--- config.mk ---
export PLATFORM = sky130hd
export DESIGN_NAME = lgc_cell
export DESIGN_NICKNAME = d
export VERILOG_FILES = /design/src/rtl/lgc_pkg.sv /design/src/rtl/lgc_cell.sv
export SDC_FILE = /design/constraint.sdc
export NUM_CORES = 1
export LEC_CHECK = 0
export BUFFER_PORTS_ARGS = -buffer_cell sky130_fd_sc_hd__buf_2
export CAP_MARGIN = 20
export CORE_UTILIZATION = 54
export CTS_BUF_LIST = sky130_fd_sc_hd__clkbuf_16
export DETAILED_ROUTE_END_ITERATION = 8
export GPL_TIMING_DRIVEN = 0
export PLACE_DENSITY = 0.84
export SETUP_SLACK_MARGIN = 0.2
export SLEW_MARGIN = 20
export SYNTH_ARGS = -nofsm -noshare
export SYNTH_HDL_FRONTEND = slang
export SYNTH_SLANG_ARGS = --single-unit
export TNS_END_PERCENT = 20
--- constraint.sdc ---
create_clock -name clk_i -period 3.1 [get_ports clk_i]
set_input_delay 0.155 -clock clk_i [delete_from_list [all_inputs] [get_ports clk_i]]
set_output_delay 0.155 -clock clk_i [all_outputs]
set_load 0.05 [all_outputs]
--- src/rtl/lgc_pkg.sv ---
// shared constants and types for the programmable logic cell
// assumes a 32-bit classic wishbone register bus and one clock
package lgc_pkg;

	// register byte offsets
	localparam logic [7:0] ADR_CTRL   = 8'h00;
	localparam logic [7:0] ADR_TABLE  = 8'h04;
	localparam logic [7:0] ADR_STATUS = 8'h08;

	// control register field positions
	localparam int CTRL_MODE_LO   = 0;  // 2 bits
	localparam int CTRL_FF_LO     = 2;  // 2 bits
	localparam int CTRL_CIN_SEL   = 4;
	localparam int CTRL_PACK      = 5;
	localparam int CTRL_LOCAL_REG = 6;
	localparam int CTRL_GLOBAL_REG = 7;
	localparam int CTRL_CASC_EN   = 8;
	localparam int CTRL_CASC_OR   = 9;
	localparam int CTRL_CE_OP1    = 10;
	localparam int CTRL_CHAIN_NEW = 11;
	localparam int CTRL_MID_LAST  = 12;
	localparam int CTRL_IDX_LO    = 13; // 3 bits
	localparam int CTRL_CHIP_RST  = 16;
	localparam int CTRL_RUN       = 17;
	localparam int CTRL_WIDTH     = 18;

	// status register field positions
	localparam int STAT_TABLE   = 0;
	localparam int STAT_REG     = 1;
	localparam int STAT_LOCAL   = 2;
	localparam int STAT_GLOBAL  = 3;
	localparam int STAT_CARRY   = 4;
	localparam int STAT_CASCADE = 5;
	localparam int STAT_BUS     = 6;

	// table layout: arithmetic and counter modes split the table in two
	localparam int TABLE_WIDTH   = 16;
	localparam int HALF_TABLE_LO = 8;

	// reset values
	localparam logic [CTRL_WIDTH-1:0]  CTRL_RST  = 18'h00000;
	localparam logic [TABLE_WIDTH-1:0] TABLE_RST = 16'h0000;

	// cells in one cluster
	localparam int CLUSTER_CELLS = 8;

	typedef enum logic [1:0] {
		MODE_NORMAL,
		MODE_ARITH,
		MODE_UPDOWN,
		MODE_CLRCNT
	} lgc_mode_type;

	typedef enum logic [1:0] {
		FF_D,
		FF_T,
		FF_JK,
		FF_SR
	} lgc_ff_type;

	// carry and cascade travel together between neighbouring cells
	typedef struct packed {
		logic carry;
		logic cascade;
	} lgc_chain_type;

endpackage

--- src/rtl/lgc_cell.sv ---
// one programmable logic cell: table, storage element, carry and cascade
// chains, output routing and an emulated internal tri-state bus
// assumes fabric inputs come from logic on clk_i and config over wishbone
//
// Added by the designer: the Wishbone register port and the placing of the registers.
`timescale 1ns/1ps

module lgc_cell
	import lgc_pkg::*;
#(
	parameter int BUS_DRIVERS = 4,
	parameter int CELLS       = CLUSTER_CELLS
) (
	// clock and reset
	input  wire logic                   clk_i,
	input  wire logic                   rst_i,
	// wishbone register slave
	input  wire logic                   wb_cyc_i,
	input  wire logic                   wb_stb_i,
	input  wire logic                   wb_we_i,
	input  wire logic [7:0]             wb_adr_i,
	input  wire logic [3:0]             wb_sel_i,
	input  wire logic [31:0]            wb_dat_i,
	output logic      [31:0]            wb_dat_o,
	output logic                        wb_ack_o,
	output logic                        wb_err_o,
	// operand inputs from the cluster routing
	input  wire logic                   operand_in_1_i,
	input  wire logic                   operand_in_2_i,
	input  wire logic                   operand_in_3_i,
	input  wire logic                   operand_in_4_i,
	// register controls, active low
	input  wire logic                   clear_n_i,
	input  wire logic                   preset_n_i,
	input  wire logic                   chip_reset_n_i,
	// chains from the previous cell and toward the next ones
	input  wire lgc_chain_type          chain_i,
	output lgc_chain_type               chain_near_o,
	output lgc_chain_type               chain_far_o,
	// cell outputs
	output logic                        local_o,
	output logic                        global_o,
	// emulated tri-state bus
	input  wire logic [BUS_DRIVERS-1:0] bus_data_i,
	input  wire logic [BUS_DRIVERS-1:0] bus_en_i,
	output logic                        bus_o
);

	// refuse shapes the logic cannot serve
	if (BUS_DRIVERS < 1) begin : g_chk_bus
		$error("BUS_DRIVERS must be at least one");
	end
	if (CELLS < 2 || CELLS > 8) begin : g_chk_cells
		$error("CELLS must lie between two and eight");
	end

	localparam logic [2:0] LAST_IDX = 3'(CELLS - 1);

	// merge one 32-bit write under byte enables
	function automatic logic [31:0] merge_bytes(input logic [31:0] old_v,
		input logic [31:0] new_v, input logic [3:0] sel);
		logic [31:0] res;
		res = old_v;
		for (int b = 0; b < 4; b++) begin
			if (sel[b]) begin
				res[8*b +: 8] = new_v[8*b +: 8];
			end
		end
		return res;
	endfunction

	// one bit out of an eight-entry half of the table
	function automatic logic half_lookup(input logic [TABLE_WIDTH-1:0] tbl,
		input logic upper, input logic [2:0] idx);
		logic [3:0] pos;
		pos = {upper, idx};
		return tbl[pos];
	endfunction

	logic [CTRL_WIDTH-1:0]  ctrl_q;
	logic [TABLE_WIDTH-1:0] table_q;
	logic                   ack_q;
	logic                   err_q;
	logic [31:0]            rdata_q;
	logic                   ff_q;

	// decoded configuration
	lgc_mode_type mode;
	lgc_ff_type   ff_kind;
	logic         run;
	logic [2:0]   cell_idx;

	assign mode     = lgc_mode_type'(ctrl_q[CTRL_MODE_LO +: 2]);
	assign ff_kind  = lgc_ff_type'(ctrl_q[CTRL_FF_LO +: 2]);
	assign run      = ctrl_q[CTRL_RUN];
	assign cell_idx = ctrl_q[CTRL_IDX_LO +: 3];

	// bus decode
	logic req;
	logic hit_ctrl;
	logic hit_table;
	logic hit_stat;
	logic mapped;

	assign req       = wb_cyc_i & wb_stb_i & ~ack_q & ~err_q;
	assign hit_ctrl  = wb_adr_i == ADR_CTRL;
	assign hit_table = wb_adr_i == ADR_TABLE;
	assign hit_stat  = wb_adr_i == ADR_STATUS;
	assign mapped    = hit_ctrl | hit_table | hit_stat;

	// answer one cycle after the request, err on unmapped offsets
	always_ff @(posedge clk_i) begin
		if (rst_i) begin
			ack_q <= 1'b0;
			err_q <= 1'b0;
		end else begin
			ack_q <= req & mapped;
			err_q <= req & ~mapped;
		end
	end

	assign wb_ack_o = ack_q;
	assign wb_err_o = err_q;

	// control register; while running only the run bit may change
	logic [31:0] ctrl_wr;
	assign ctrl_wr = merge_bytes({14'h0000, ctrl_q}, wb_dat_i, wb_sel_i);

	always_ff @(posedge clk_i) begin
		if (rst_i) begin
			ctrl_q <= CTRL_RST;
		end else if (req & wb_we_i & hit_ctrl) begin
			if (run) begin
				ctrl_q[CTRL_RUN] <= ctrl_wr[CTRL_RUN];
			end else begin
				ctrl_q <= ctrl_wr[CTRL_WIDTH-1:0];
			end
		end
	end

	// table contents, frozen while running
	logic [31:0] table_wr;
	assign table_wr = merge_bytes({16'h0000, table_q}, wb_dat_i, wb_sel_i);

	always_ff @(posedge clk_i) begin
		if (rst_i) begin
			table_q <= TABLE_RST;
		end else if (req & wb_we_i & hit_table & ~run) begin
			table_q <= table_wr[TABLE_WIDTH-1:0];
		end
	end

	// chain inputs; a new chain after the midpoint ignores its neighbour
	logic carry_in;
	logic casc_in;
	logic casc_neutral;

	assign casc_neutral = ~ctrl_q[CTRL_CASC_OR];
	assign carry_in = ctrl_q[CTRL_CHAIN_NEW] ? 1'b0 : chain_i.carry;
	assign casc_in  = ctrl_q[CTRL_CHAIN_NEW] ? casc_neutral : chain_i.cascade;

	// four-input table, third input from carry-in or operand three
	logic       table_c;
	logic [3:0] table_idx;
	logic       table4;

	assign table_c   = ctrl_q[CTRL_CIN_SEL] ? carry_in : operand_in_3_i;
	assign table_idx = {operand_in_4_i, table_c, operand_in_2_i, operand_in_1_i};
	assign table4    = table_q[table_idx];

	// split tables for arithmetic and counters
	logic [2:0] arith_idx;
	logic [2:0] count_idx;
	logic       sum_bit;
	logic       sum_carry;
	logic       count_bit;
	logic       count_carry;

	assign arith_idx   = {operand_in_1_i, operand_in_2_i, carry_in};
	assign sum_bit     = half_lookup(table_q, 1'b0, arith_idx);
	assign sum_carry   = half_lookup(table_q, 1'b1, arith_idx);
	// operand four is direction or, in the clearable form, count enable
	assign count_idx   = {ff_q, operand_in_4_i, carry_in};
	assign count_bit   = half_lookup(table_q, 1'b0, count_idx);
	assign count_carry = half_lookup(table_q, 1'b1, count_idx);

	// combinational result of the cell per mode
	logic comb_out;
	logic carry_out;

	always_comb begin
		comb_out  = table4;
		carry_out = carry_in;
		case (mode)
			MODE_NORMAL: begin
				comb_out  = table4;
				carry_out = carry_in;
			end
			MODE_ARITH: begin
				comb_out  = sum_bit;
				carry_out = sum_carry;
			end
			MODE_UPDOWN, MODE_CLRCNT: begin
				comb_out  = count_bit;
				carry_out = count_carry;
			end
			default: begin
				comb_out  = table4;
				carry_out = carry_in;
			end
		endcase
	end

	// cascade: AND, or OR built from inverted AND; packed cells pass cascade-in through unchanged
	logic casc_join;
	logic casc_out;

	assign casc_join = ctrl_q[CTRL_CASC_OR] ? ~(~comb_out & ~casc_in) : (comb_out & casc_in);
	always_comb begin
		if (~ctrl_q[CTRL_CASC_EN] | ctrl_q[CTRL_PACK]) begin
			casc_out = casc_in;
		end else begin
			casc_out = casc_join;
		end
	end

	// data presented to the storage element
	logic load_mux;
	logic ff_data;

	assign load_mux = operand_in_3_i ? operand_in_2_i : count_bit;

	always_comb begin
		ff_data = comb_out;
		case (mode)
			MODE_NORMAL: begin
				ff_data = ctrl_q[CTRL_PACK] ? operand_in_4_i : table4;
			end
			MODE_ARITH: begin
				ff_data = sum_bit;
			end
			MODE_UPDOWN: begin
				ff_data = load_mux;
			end
			MODE_CLRCNT: begin
				ff_data = load_mux & casc_in;
			end
			default: begin
				ff_data = comb_out;
			end
		endcase
	end

	// flipflop behaviour; operand two is the K or R input
	logic ff_next;

	always_comb begin
		ff_next = ff_q;
		case (ff_kind)
			FF_D: ff_next = ff_data;
			FF_T: ff_next = ff_q ^ ff_data;
			FF_JK: begin
				case ({ff_data, operand_in_2_i})
					2'b10:   ff_next = 1'b1;
					2'b01:   ff_next = 1'b0;
					2'b11:   ff_next = ~ff_q;
					default: ff_next = ff_q;
				endcase
			end
			FF_SR: begin
				case ({ff_data, operand_in_2_i})
					2'b10:   ff_next = 1'b1;
					2'b01:   ff_next = 1'b0;
					default: ff_next = ff_q;
				endcase
			end
			default: ff_next = ff_q;
		endcase
	end

	// clock enable, from operand one when so configured
	logic ce;
	assign ce = run & (~ctrl_q[CTRL_CE_OP1] | operand_in_1_i);

	// storage element: chip reset, clear, preset, then enabled update
	always_ff @(posedge clk_i) begin
		if (rst_i) begin
			ff_q <= 1'b0;
		end else if (ctrl_q[CTRL_CHIP_RST] & ~chip_reset_n_i) begin
			ff_q <= 1'b0;
		end else if (~clear_n_i) begin
			ff_q <= 1'b0;
		end else if (~preset_n_i) begin
			ff_q <= 1'b1;
		end else if (ce) begin
			ff_q <= ff_next;
		end
	end

	// output routing, each output its own choice
	assign local_o  = ctrl_q[CTRL_LOCAL_REG]  ? ff_q : comb_out;
	assign global_o = ctrl_q[CTRL_GLOBAL_REG] ? ff_q : comb_out;

	// chain outputs: next cell inside the cluster, or two clusters on
	logic at_last;
	assign at_last = cell_idx == LAST_IDX;

	always_comb begin
		chain_near_o = '0;
		chain_far_o  = '0;
		if (!at_last) begin
			chain_near_o.carry   = carry_out;
			chain_near_o.cascade = casc_out;
		end else if (!ctrl_q[CTRL_MID_LAST]) begin
			chain_far_o.carry   = carry_out;
			chain_far_o.cascade = casc_out;
		end
	end

	// emulated tri-state bus: count drivers, resolve contention and float
	logic [BUS_DRIVERS-1:0] drive_bits;
	logic                   many_on;
	logic                   any_on;

	assign drive_bits = bus_data_i & bus_en_i;
	assign any_on     = |bus_en_i;
	assign many_on    = (bus_en_i & (bus_en_i - 1'b1)) != '0;

	always_comb begin
		if (!any_on) begin
			bus_o = 1'b1;
		end else if (many_on) begin
			bus_o = 1'b0;
		end else begin
			bus_o = |drive_bits;
		end
	end

	// read data, captured with the answer
	logic [31:0] status_word;

	always_comb begin
		status_word               = 32'h0000_0000;
		status_word[STAT_TABLE]   = comb_out;
		status_word[STAT_REG]     = ff_q;
		status_word[STAT_LOCAL]   = local_o;
		status_word[STAT_GLOBAL]  = global_o;
		status_word[STAT_CARRY]   = carry_out;
		status_word[STAT_CASCADE] = casc_out;
		status_word[STAT_BUS]     = bus_o;
	end

	always_ff @(posedge clk_i) begin
		if (rst_i) begin
			rdata_q <= 32'h0000_0000;
		end else if (req & ~wb_we_i) begin
			if (hit_ctrl) begin
				rdata_q <= {14'h0000, ctrl_q};
			end else if (hit_table) begin
				rdata_q <= {16'h0000, table_q};
			end else if (hit_stat) begin
				rdata_q <= status_word;
			end else begin
				rdata_q <= 32'h0000_0000;
			end
		end
	end

	assign wb_dat_o = rdata_q;

endmodule

Yosys cells after proc, flatten, opt, wreduce, memory -nomap -nowiden
Index checks and enable logic that the tools add are counted.
{"block": "classes", "n_eq_ne": 15, "add_sub_neg": 1, "n_lt_le_gt_ge": 5, "mux": 35, "n_reduce_logical": 15, "bitwise": 36}
{"operator": "$mux 1", "n": 18}
{"operator": "$mux 18", "n": 1}
{"operator": "$mux 16", "n": 1}
{"operator": "$and 1x1->1", "n": 15}
{"operator": "$lt 4x5->1 const B", "n": 3}
{"operator": "$not 1->1", "n": 14}
{"operator": "$bmux 1 s3", "n": 4}
{"operator": "$eq 2x2->1 const B", "n": 6}
{"operator": "$reduce_and 3->1", "n": 4}
{"operator": "$lt 3x5->1 const B", "n": 2}
{"operator": "$pmux 1 s3", "n": 3}
{"operator": "$and 4x4->4", "n": 2}
{"operator": "$eq 8x3->1 const B", "n": 1}
{"operator": "$eq 8x4->1 const B", "n": 1}
{"operator": "$logic_not 8->1", "n": 1}
{"operator": "$pmux 1 s4", "n": 2}
{"operator": "$reduce_or 4->1", "n": 2}
{"operator": "$mux 7", "n": 1}
{"operator": "$eq 2x1->1 const B", "n": 3}
{"operator": "$mux 2", "n": 3}
{"operator": "$reduce_and 2->1", "n": 3}
{"operator": "$ne 5x5->1 const B", "n": 1}
{"operator": "$bmux 1 s4", "n": 1}
{"operator": "$logic_not 2->1", "n": 2}
{"operator": "10 further kinds", "n": 13}
{"block": "word_totals", "input_bits": 66, "word_cells": 117, "output_inout_bits": 41, "reg_bits": 69}

Logic depth before layout (Yosys ltp)
Gate-level depths: netlist of the first run.
{"block": "depth", "ltp_word": 13, "mapped_depth": 7}

Worst setup path after synthesis of the first run
No wires, ideal clock.
{"block": "synth_timing", "path_type": "flip-flop to output port", "from": "register ctrl_q[11]", "to": "output port chain_far_o[0] (netlist name)", "arrival_ns": 3.086, "required_ns": 2.945, "path_stages_with_launch": 8, "slack_ns": -0.141, "path_cell_list": "dfxtp_1 -> nor2b_1 -> buf_2 -> mux4_2 -> mux2i_1 -> nor3b_1 -> nor4_1 -> nor4_1"}
{"item": "start: declaration", "line": "lgc_cell.sv:80", "source": "logic [CTRL_WIDTH-1:0] ctrl_q;"}
{"item": "start signal: indexed assignment", "line": "lgc_cell.sv:134", "source": "ctrl_q[CTRL_RUN] <= ctrl_wr[CTRL_RUN];"}
{"item": "start signal: assignment", "line": "lgc_cell.sv:136", "source": "ctrl_q <= ctrl_wr[CTRL_WIDTH-1:0];"}
{"item": "end: declaration", "line": "lgc_cell.sv:39", "source": "output lgc_chain_type chain_far_o,"}

Final worst setup path of the first run
{"block": "layout_timing", "from": "register table_q[8]", "to": "output port local_o"}
{"block": "layout_via", "elab_chain_len": 4}
{"item": "start: declaration", "line": "lgc_cell.sv:81", "source": "logic [TABLE_WIDTH-1:0] table_q;"}
{"item": "start signal: assignment", "line": "lgc_cell.sv:149", "source": "table_q <= table_wr[TABLE_WIDTH-1:0];"}
{"item": "$bmux 1 s4", "line": "lgc_cell.sv:169", "source": "assign table4 = table_q[table_idx];"}
{"item": "$mux 1 (implied by the code)", "line": "lgc_cell.sv:169"}
{"item": "$pmux 1 s3", "line": "lgc_cell.sv:194", "source": "case (mode)"}
{"item": "$mux 1", "line": "lgc_cell.sv:301", "source": "assign local_o = ctrl_q[CTRL_LOCAL_REG] ? ff_q : comb_out;"}
{"item": "end: declaration", "line": "lgc_cell.sv:41", "source": "output logic local_o,"}
No other way between the ends. The select of a mux whose other input is x is not followed.

==> results by group, run 1 <==
Timing
  – Tightest Pin Transition: 0.954 ns
  – Final Setup Violations: 0
  – Slew Limit Headroom: 36.2%
  – Clk_skew: 0.00580 ns
  – Final hold vios: 0
  – TNS Setup: 0 ns
  – RSZ-0062 raised after global routing: no
  – Fin worst setup slack: 0.232 ns
  – Fin crit share: 92.5%
  – Clock period minus final worst setup slack: 2.87 ns
  – Slew Limit Fails: 0
  – Peak Freq: 349 MHz

GRT
  – Global-route wire length before repair: 13.6 mm
  – Initial antenna violation count: 0
  – Number of global-route vias before repair: 2775
  – Total global-route track usage: 28.9%
  – Pin count of the biggest net entering global routing: 19
  – Grt total ovfl: 0

Yosys
  – Yosys cell types: 43
  – Yosys warns: 0
  – Async set-reset flop share out of synthesis: 0%
  – Post-synth top area share: 35.8%
  – Avg Cell Area, Syn: 8.78 um^2
  – Yosys reg bits: 55
  – Mapped Area: 3070 um^2
  – Most area-hungry cell type in the Yosys netlist: dfxtp_1
  – Top_reg_cell synth: dfxtp_1
  – EDFF count, synth: 0
  – Synth Instances: 350
  – Sequential area share after synthesis: 35.8%
  – Synth area leaders: dfxtp_1 36%, mux2i_1 14%, nor2_1 7.6%, mux4_2 7.3%, buf_4 3.4%

CTS
  – Cts hold-fix bufs: 0
  – Clock Sinks: 55
  – Root Driver: clkbuf_16
  – Clock buffer count from CTS: 5
  – Clk Latency, worst-skew pair: 0.30 ns
  – Reg clk slew, reported paths: 0.07 ns
  – CTS tree: done
  – CTS Buffer Depth: 2
  – Htree depth: 2

Worst setup path
  – CP max-delay cell: mux4_2
  – RR Endpoint: wb_dat_o[2]
  – Crit-path cells: mux4_2 > nor3b_1 > or3_1 > o211a_2 > or3_4 > mux2_2 > buf_4
  – Reg2Reg Depth: 6
  – FF-to-FF Start: table_q[8]
  – Worst Setup End Kind: primary output
  – Delay-heaviest family, CP: simple AND/OR/NAND/NOR gates
  – FF-to-FF setup slack: 0.79 ns
  – Required time of the critical path: 2.94 ns
  – Bufs and invs on worst path: 1
  – CP Launch Type: flip-flop
  – Critical path type: reg -> out
  – Worst-path maximum fanout: 4
  – Slowest stage delay, CP: 0.49 ns
  – Worst Path Arrival: 2.71 ns

Routing
  – DR iter-0 viols: 310
  – Avg WL per Cell: 16.7 um
  – Vias per inst: 5.95
  – WL final: 8.63 mm
  – Vias post-DR: 3063
  – Antenna Nets Post-Route: 0
  – 1st-pass router iterations: 7
  – Remaining routing DRC violations: 0

Placed design
  – DP HPWL: 6.19 mm
  – Routability cong.: 0.912
  – Worst slack at placement: 0.396 ns
  – IO Port Bufs: 71

Power and ir drop
  – Switching Fraction: 27.9%
  – Flop pwr share: 47.4%
  – Clock network fraction of design power: 37.6%
  – Sw power: 0.000423 W
  – Logic pwr share: 15.1%
  – Peak VDD IR: 0.000225 V
  – Power Dens Cells: 402 nW/um^2
  – Pleak: 1.51 nW
  – Int Power: 0.00109 W

Die
  – Die area: 6000 um^2
  – Initial Util: 55.8%
  – Std-Cell Core Area: 5510 um^2
  – Die Y: 77.5 um
  – Die width: 77.5 um
  – I/O pin total: 107
  – Cell row count: 27

Layout
  – Area growth from synthesis to layout: 22.5%
  – Layout fillers: 448
  – Share of post-route cells with drive strength above 1: 27.1%
  – Post-layout util: 68.4%
  – Final nets: 508
  – Ant diodes: 0

Worst hold path
  – Hold Startpoint: wb_dat_i[16]
  – Worst hold path depth: 3
  – Hold WC Path Type: in -> reg
  – Hold path endpoint: ctrl_q[16]

Run
  – Maxcap violations: 0

Status
  – Outcome: complete, no violations
==> stage by stage <==
stage,instances,instance area [um^2],total power [W],hold slack (ns)
floorplan,363,3130,0.000891,0.291
global placement,506,3570,0.000951,0.402
detailed placement,506,3570,0.000954,0.408
CTS,514,3740,0.00151,0.101
global route,515,3770,0.00155,0.118
finish,515,3770,0.00151,0.0985
==> what timing repair did <==
item / CTS / global route
resized for setup: 2 / 11
pin swaps: 0 / 0
endpoints found under the setup margin: 4 / 6
setup buffers: 0 / 1
hold endpoints to repair: 0 / 0
==> synth_stat cells (all sizes together), types with 2 or more instances <==
| cell | number |
|---|---|
| a211oi | 3 |
| a21oi | 10 |
| a221oi | 9 |
| a22oi | 6 |
| a31oi | 6 |
| and2 | 2 |
| buf | 16 |
| clkbuf | 20 |
| dfxtp | 55 |
| inv | 10 |
| mux2 | 3 |
| mux2i | 44 |
| mux4 | 10 |
| nand2 | 15 |
| nand2b | 3 |
| nand3 | 9 |
| nor2 | 62 |
| nor2b | 6 |
| nor3 | 15 |
| nor3b | 6 |
| nor4 | 3 |
| o211ai | 4 |
| o21ai | 10 |
| o22ai | 3 |
| or2 | 2 |
| or3 | 3 |
==> registers in the layout, summed over array words and instances (netlist names) <==
| register | cells |
|---|---|
| wb_ack_o | 1 |
| table_q | 16 |
| wb_dat_o | 18 |
| ff_q | 1 |
| wb_err_o | 1 |
| ctrl_q | 18 |
==> area by class of cell <==
cell class | instances | area, um^2 | area share, %
repair buffers | 72 | 368 | 9.77
well taps | 72 | 90.1 | 2.39
clock inverters | 3 | 25.0 | 0.664
plain buffers | 36 | 203 | 5.38
multi-input cells | 262 | 1810 | 48.2
clock buffers | 5 | 125 | 3.32
inverters | 10 | 37.5 | 0.997
flip-flops and latches | 55 | 1100 | 29.3
==> worst register-to-register path: cells and delay by family (launching register included) <==
family	cells	cell delay [ns]
flops	1	0.36
compound gates	2	0.30
mux	1	0.49
simple gates	3	1.01
==> how the worst max path moves through the flow <==
stage | from | end | slack (ns) | cells past startpoint
6_report | table_q[8] | local_o | 0.23 | 7
5_1_grt | table_q[8] | local_o | 0.21 | 7
4_1_cts | ctrl_q[11] | local_o | 0.14 | 8
3_5_place_dp | operand_in_2_i | chain_far_o[0] | 0.40 | 8
3_3_place_gp | ctrl_q[11] | chain_near_o[0] | 0.45 | 8
2_1_floorplan | ctrl_q[11] | chain_near_o[0] | 0.12 | 7
==> placed cells by master, fill, tap and decap left out, types with 9 or more instances in the layout <==
| cell | synthesis | final |
|---|---|---|
| nor2_1 | 62 | 62 |
| mux4_2 | 10 | 10 |
| buf_2 | 1 | 69 |
| a221oi_1 | 9 | 9 |
| clkbuf_1 | 20 | 20 |
| nand2_1 | 15 | 15 |
| a21oi_1 | 10 | 10 |
| conb_1 | 1 | 14 |
| mux2i_1 | 44 | 43 |
| o21ai_0 | 10 | 10 |
| inv_1 | 10 | 10 |
| nor3_1 | 15 | 15 |
| buf_4 | 14 | 17 |
| dfxtp_1 | 55 | 53 |
| nand3_1 | 9 | 9 |
==> routing by layer <==
metal	part of all wire, %	wire (um)	track usage (%)	vias up
li1	-	-	-	1422
met2	47	4020	47.7	215
met4	3.0	257	11.5	0
met5	0	0	0	-
met1	40	3470	37.4	1393
met3	10	872	4.94	33
==> power by group through the flow <==
stage	Combinational, W	Clock (W)	Sequential, W
final	0.000228	0.000569	0.000717
after CTS	0.000221	0.000569	0.000717
after global routing	0.000241	0.000594	0.000718
after global placement	0.000218	0	0.000733
after detailed placement	0.000220	0	0.000733
after floorplan	0.000137	0	0.000754
==> cells by family (layout without fill, tap and decap cells) <==
family / Yosys count / count (layout) / synth area share [%]
multiplexers: 57 / 57 / 22.8
other: 1 / 14 / 0.122
flip-flops: 55 / 55 / 35.8
AO/OA/AOI/OAI: 60 / 60 / 13.5
AND/OR/NAND/NOR: 131 / 131 / 20.2
buffers and inverters: 46 / 126 / 7.61
(Power assumes the default switching activity.)
==> run 2: changes to the inputs <==
--- a/config.mk
+++ b/config.mk
@@ -5,13 +5,14 @@
 export SDC_FILE = /design/constraint.sdc
 export NUM_CORES = 1
 export LEC_CHECK = 0
+export ABC_AREA = 1
 export BUFFER_PORTS_ARGS = -buffer_cell sky130_fd_sc_hd__buf_2
 export CAP_MARGIN = 20
-export CORE_UTILIZATION = 54
+export CORE_UTILIZATION = 55
 export CTS_BUF_LIST = sky130_fd_sc_hd__clkbuf_16
 export DETAILED_ROUTE_END_ITERATION = 8
 export GPL_TIMING_DRIVEN = 0
-export PLACE_DENSITY = 0.84
+export PLACE_DENSITY = 0.85
 export SETUP_SLACK_MARGIN = 0.2
 export SLEW_MARGIN = 20
 export SYNTH_ARGS = -nofsm -noshare
==> run 2 against run 1 <==
Against the previous run:
- sequential power decreased by 0.8%
- hold slack improved by 0.020 ns
- flip-flop and latch count unchanged
- via count increased by 17%
- worst setup slack improved by 0.42 ns
- clock skew increased by 0.0057 ns
- count of clock-buffer cells in the layout unchanged
- register-to-register slack improved by 0.30 ns
- power increased by 5.1%
- largest power group unchanged
==> results by group, run 2 <==
Timing
  – Fin worst setup slack: 0.649 ns
  – Slew Limit Headroom: 41.9%
  – RSZ-0062 raised after global routing: no
  – Final hold vios: 0
  – Clk_skew: 0.0115 ns
  – Peak Freq: 408 MHz
  – Fin Hold WS: 0.119 ns
  – Final Setup Violations: 0
  – Fin crit share: 79.1%
  – Slew Limit Fails: 0
  – Tightest Pin Transition: 0.864 ns
  – Clock period minus final worst setup slack: 2.45 ns
  – TNS Setup: 0 ns

Worst setup path
  – Slowest stage delay, CP: 0.32 ns
  – FF-to-FF Start: ctrl_q[11]
  – CP startpoint: ctrl_q[11]
  – Bufs and invs on worst path: 3
  – Required time of the critical path: 2.94 ns
  – CP max-delay cell: dfxtp_1
  – Critical path type: reg -> out
  – Worst Setup End Kind: primary output
  – Delay-heaviest family, CP: simple AND/OR/NAND/NOR gates
  – Reg2Reg Depth: 14
  – RR Endpoint: wb_dat_o[5]
  – Worst Path Arrival: 2.30 ns
  – Crit path top cell by count: nand2_1
  – Worst-path maximum fanout: 9
  – CP Launch Type: flip-flop
  – FF-to-FF setup slack: 1.09 ns
  – Crit-path cells: inv_2 > nand2_2 > o21ai_0 > nand3_1 > nand3_1 > nand2_1 > nand2_1 > nand2_2 > nand2_1 > nand2_1 > inv_1 > nor2_1 > buf_2

Die
  – Initial Util: 57.4%
  – Std-Cell Core Area: 5570 um^2
  – Cell row count: 27
  – Die width: 78.3 um
  – Die area: 6130 um^2
  – Die Y: 78.3 um
  – I/O pin total: 107

Yosys
  – Yosys warns: 0
  – Avg Cell Area, Syn: 6.72 um^2
  – Top_reg_cell synth: dfxtp_1
  – Most area-hungry cell type in the Yosys netlist: dfxtp_1
  – Post-synth top cells: 96 x nand2_1, 59 x nor2_1, 55 x dfxtp_1
  – EDFF count, synth: 0
  – Yosys cell types: 37
  – Mapped Area: 3200 um^2
  – Synth area leaders: dfxtp_1 34%, nand2_1 11%, nor2_1 6.9%, nand3_1 6.3%, inv_1 5.9%
  – Sequential area share after synthesis: 34.4%
  – Post-synth top area share: 34.4%
  – Top-count cell post-synth: nand2_1
  – Synth Instances: 476
  – Async set-reset flop share out of synthesis: 0%
  – Yosys reg bits: 55

Routing
  – Remaining routing DRC violations: 0
  – DR iter-0 viols: 317
  – 1st-pass router iterations: 6
  – Vias per inst: 5.56
  – Vias post-DR: 3583
  – Avg WL per Cell: 14.3 um
  – WL final: 9.21 mm
  – Antenna Nets Post-Route: 0

GRT
  – Pin count of the biggest net entering global routing: 18
  – Grt total ovfl: 0
  – Global-route wire length before repair: 15.1 mm
  – Number of global-route vias before repair: 3195
  – Initial antenna violation count: 0
  – Total global-route track usage: 31.8%

Placed design
  – Worst slack at placement: 1.05 ns
  – IO Port Bufs: 76
  – Routability cong.: 0.969
  – Placed insts: 637
  – DP HPWL: 7.21 mm

Layout
  – Area growth from synthesis to layout: 21.5%
  – Share of post-route cells with drive strength above 1: 23.9%
  – Final cell count without fillers: 645
  – Final nets: 638
  – Most frequent cells in the layout: 96 x nand2_1, 83 x buf_2, 59 x nor2_1, 55 x dfxtp_1, 51 x inv_1
  – Commonest non-fill, non-tap cell in the layout: nand2_1
  – Ant diodes: 0

Power and ir drop
  – Switching Fraction: 27.0%
  – Power Dens Cells: 409 nW/um^2
  – Peak VDD IR: 0.000260 V
  – Sw power: 0.000429 W
  – Flop pwr share: 44.7%
  – Int Power: 0.00116 W
  – Pleak: 1.79 nW
  – Logic pwr share: 14.8%
  – Clock network fraction of design power: 40.5%

Run
  – Maxcap violations: 0

CTS
  – Clock Sinks: 55
  – Post-CTS Repair Setup Buffers: 0
  – Cts hold-fix bufs: 0
  – Reg clk slew, reported paths: 0.08 ns
  – Clk Latency, worst-skew pair: 0.30 ns
  – CTS tree: done
  – Post-cts sizing count: 0
  – CTS Buffer Depth: 2
  – Root Driver: clkbuf_16
  – Htree depth: 2
  – Clock buffer count from CTS: 5

Worst hold path
  – Hold path endpoint: ctrl_q[17]
  – Hold WC Path Type: in -> reg
  – Hold Startpoint: wb_dat_i[17]
  – Worst hold path depth: 3

Status
  – Outcome: complete, no violations
-- run 2: worst max-delay path by stage --
stage | endpoint | slack (ns) | cells after the start
after global placement | chain_near_o[0] | 1.07 | 13
final | chain_near_o[0] | 0.65 | 13
after global routing | chain_near_o[0] | 0.52 | 13
after CTS | chain_near_o[0] | 0.71 | 13
after detailed placement | chain_near_o[0] | 1.05 | 13
after floorplan | wb_dat_o[6] | 1.05 | 7
-- run 2: cell families after synthesis --
group / share of synthesized area (%)
AOI/OAI and AO/OA: 14.6
buffers and inverters: 12.6
DFF: 34.4
other: 0.117
and+or+nand+nor: 38.3
-- run 2: layout make-up --
class	count	area, um^2
Multi-Input combinational cell	345	1750
Fill cell	513	1690
Sequential cell	55	1100
Timing Repair Buffer	76	380
Inverter	58	218
Buffer	31	185
Clock buffer	5	125
Tap cell	72	90.1
Clock inverter	3	42.5
-- run 2: worst min-delay path, stage by stage --
cell and delay [ns]:
buf_2 0.08, nor3_1 0.04, nor2_1 0.10
-- run 2: metrics by stage --
step           utilization (%)  power [W]  instance area [um^2]
2_1_floorplan                -   0.000887                  3250
3_3_place_gp              66.7   0.000956                  3720
3_5_place_dp              66.7   0.000959                  3720
4_1_cts                   69.7    0.00158                  3890
5_1_grt                   69.7    0.00164                  3890
6_report                  69.7    0.00159                  3890
-- run 2: power by group through the flow --
stage,clock (W),sequential (W),combinational (W)
after global routing,0.000673,0.000711,0.000253
after detailed placement,0,0.000728,0.000231
after global placement,0,0.000727,0.000229
after floorplan,0,0.000733,0.000154
final,0.000644,0.000711,0.000236
after CTS,0.000636,0.000711,0.000233
-- run 2: layer usage --
layer	GRT usage (%)	share of wire, %
met1	39.5	42
met2	52.5	46
met3	6.28	7.9
met4	15.4	4.6
met5	0	0
==> run 3: changes to the inputs <==
--- a/config.mk
+++ b/config.mk
@@ -8,11 +8,11 @@
 export ABC_AREA = 1
 export BUFFER_PORTS_ARGS = -buffer_cell sky130_fd_sc_hd__buf_2
 export CAP_MARGIN = 20
-export CORE_UTILIZATION = 55
+export CORE_UTILIZATION = 51
 export CTS_BUF_LIST = sky130_fd_sc_hd__clkbuf_16
 export DETAILED_ROUTE_END_ITERATION = 8
 export GPL_TIMING_DRIVEN = 0
-export PLACE_DENSITY = 0.85
+export PLACE_DENSITY = 0.8
 export SETUP_SLACK_MARGIN = 0.2
 export SLEW_MARGIN = 20
 export SYNTH_ARGS = -nofsm -noshare
==> constraint.sdc (replaced) <==
create_clock -name clk_i -period 2.5 [get_ports clk_i]
set_input_delay 0.125 -clock clk_i [delete_from_list [all_inputs] [get_ports clk_i]]
set_output_delay 0.125 -clock clk_i [all_outputs]
set_load 0.05 [all_outputs]
==> run 3 against run 2 <==
Against the previous run:
- first-iteration DRC count shrank 14%
- via count down 0.22%
- wire length up 3.7%
- flip-flop and latch count unchanged
- combinational power is 25% higher
- critical path depth down 1
- sequential power grew 24%
- register-to-register slack worse by 0.39 ns
- worst setup slack worse by 0.32 ns
- global-route usage decreased by 2.3 points
- final area is 1.7% higher
- non-clock buffer count up 3
- critical path type unchanged
- largest cell class unchanged
==> results by group, run 3 (synthesis results as in run 2) <==
Worst setup path
  – Worst Setup End Kind: primary output
  – Worst-path maximum fanout: 10
  – FF-to-FF Start: ctrl_q[11]
  – Worst Path Arrival: 2.05 ns
  – Critical path type: reg -> out
  – Required time of the critical path: 2.38 ns
  – CP Launch Type: flip-flop
  – FF-to-FF setup slack: 0.70 ns
  – CP startpoint: ctrl_q[11]

Die
  – I/O pin total: 107
  – Die area: 6600 um^2
  – Die width: 81.2 um
  – Std-Cell Core Area: 5990 um^2
  – Cell row count: 28
  – Initial Util: 53.4%
  – Die Y: 81.2 um

Timing
  – Final hold vios: 0
  – Clock period minus final worst setup slack: 2.17 ns
  – Tightest Pin Transition: 0.880 ns
  – RSZ-0062 raised after global routing: no
  – Final Setup Violations: 0
  – Peak Freq: 460 MHz
  – Slew Limit Headroom: 40.8%
  – Fin crit share: 86.9%
  – Fin worst setup slack: 0.328 ns
  – TNS Setup: 0 ns
  – Slew Limit Fails: 0
  – Clk_skew: 0.00755 ns

Layout
  – Ant diodes: 0
  – Area growth from synthesis to layout: 23.6%
  – Commonest non-fill, non-tap cell in the layout: nand2_1
  – Most frequent cells in the layout: 96 x nand2_1, 81 x buf_2, 59 x nor2_1, 55 x dfxtp_1, 51 x inv_1
  – Share of post-route cells with drive strength above 1: 24.5%
  – Final nets: 641

Placed design
  – Worst slack at placement: 0.506 ns
  – Routability cong.: 0.921
  – DP HPWL: 7.21 mm
  – IO Port Bufs: 76

Routing
  – Vias per inst: 5.49
  – WL final: 9.56 mm
  – DR iter-0 viols: 273
  – Vias post-DR: 3575
  – Avg WL per Cell: 14.7 um
  – Remaining routing DRC violations: 0
  – 1st-pass router iterations: 5
  – Antenna Nets Post-Route: 0

Status
  – Outcome: complete, no violations

CTS
  – Htree depth: 2
  – Reg clk slew, reported paths: 0.07 ns
  – CTS tree: done
  – CTS Buffer Depth: 2
  – Clock Sinks: 55
  – Root Driver: clkbuf_16
  – Clock buffer count from CTS: 5
  – Clk Latency, worst-skew pair: 0.29 ns

Power and ir drop
  – Power Dens Cells: 521 nW/um^2
  – Peak VDD IR: 0.000517 V
  – Flop pwr share: 42.8%
  – Sw power: 0.000520 W
  – Pleak: 1.82 nW
  – Clock network fraction of design power: 42.9%
  – Logic pwr share: 14.3%
  – Int Power: 0.00154 W
  – Switching Fraction: 25.3%

Run
  – Maxcap violations: 0

GRT
  – Initial antenna violation count: 0
  – Global-route wire length before repair: 14.7 mm
  – Number of global-route vias before repair: 3232
  – Grt total ovfl: 0
  – Total global-route track usage: 29.5%
  – Pin count of the biggest net entering global routing: 17

Worst hold path
  – Hold WC Path Type: in -> reg
  – Hold Startpoint: wb_dat_i[17]
==> run 3: worst max-delay path, stage by stage, from the launching register on <==
cell,delay (ns)
dfxtp_1,0.37
inv_4,0.08
nand2_4,0.10
buf_6,0.16
nand2_1,0.07
o21ai_2,0.07
nand2_1,0.08
nand3_1,0.08
o21ai_1,0.07
nand2_1,0.06
nand3_1,0.20
nor2_1,0.15
buf_2,0.27
==> run 3: routing by layer <==
layer  vias up  global-route usage (%)  part of all wire (%)
met5         -                       0                     0
met4         0                    13.2                   3.3
met3        27                    5.06                   6.9
met2       198                    50.1                    47
met1      1605                    36.3                    43
li1       1745                       -                     -
==> run 3: per-stage QoR <==
stage	instances	util (%)	instance area, um^2	hold slack, ns	power [W]
after floorplan	489	-	3250	0.265	0.00110
after global placement	640	62.2	3720	0.376	0.00119
after detailed placement	640	62.2	3720	0.381	0.00119
after CTS	648	65.3	3910	0.0841	0.00205
after global routing	651	66.0	3960	0.111	0.00212
final	651	66.0	3960	0.0883	0.00206
==> run 3: final timing paths <==
check                   end  depth (start not counted)
max          chain_far_o[1]                         12
min              ctrl_q[17]                          3
max reg2reg     wb_dat_o[4]                         13
min reg2reg     wb_dat_o[4]                          2
==> run 3: power groups by stage <==
stage                     clock [W]  combinational (W)  sequential [W]
after floorplan                   0           0.000191        0.000909
after global placement            0           0.000286        0.000902
after detailed placement          0           0.000287        0.000902
after CTS                  0.000884           0.000289        0.000882
after global routing       0.000924           0.000318        0.000882
final                      0.000883           0.000295        0.000882
==> run 3: layout make-up <==
class	instances	area [um^2]
buffer	31	185
clock buffer	5	125
clock inverter	3	63.8
fill	556	2040
inverter	58	220
multi-input combinational	345	1750
sequential	55	1100
tap	75	93.8
timing repair buffer	79	412
==> run 3: timing repair <==
| item | 4_1_cts | 5_1_grt |
|---|---|---|
| hold buffers | 0 | 0 |
| gates resized for setup | 1 | 8 |
| pin swaps | 0 | 0 |
| endpoints found under the setup margin | 1 | 5 |
| buffers inserted | 0 | 3 |
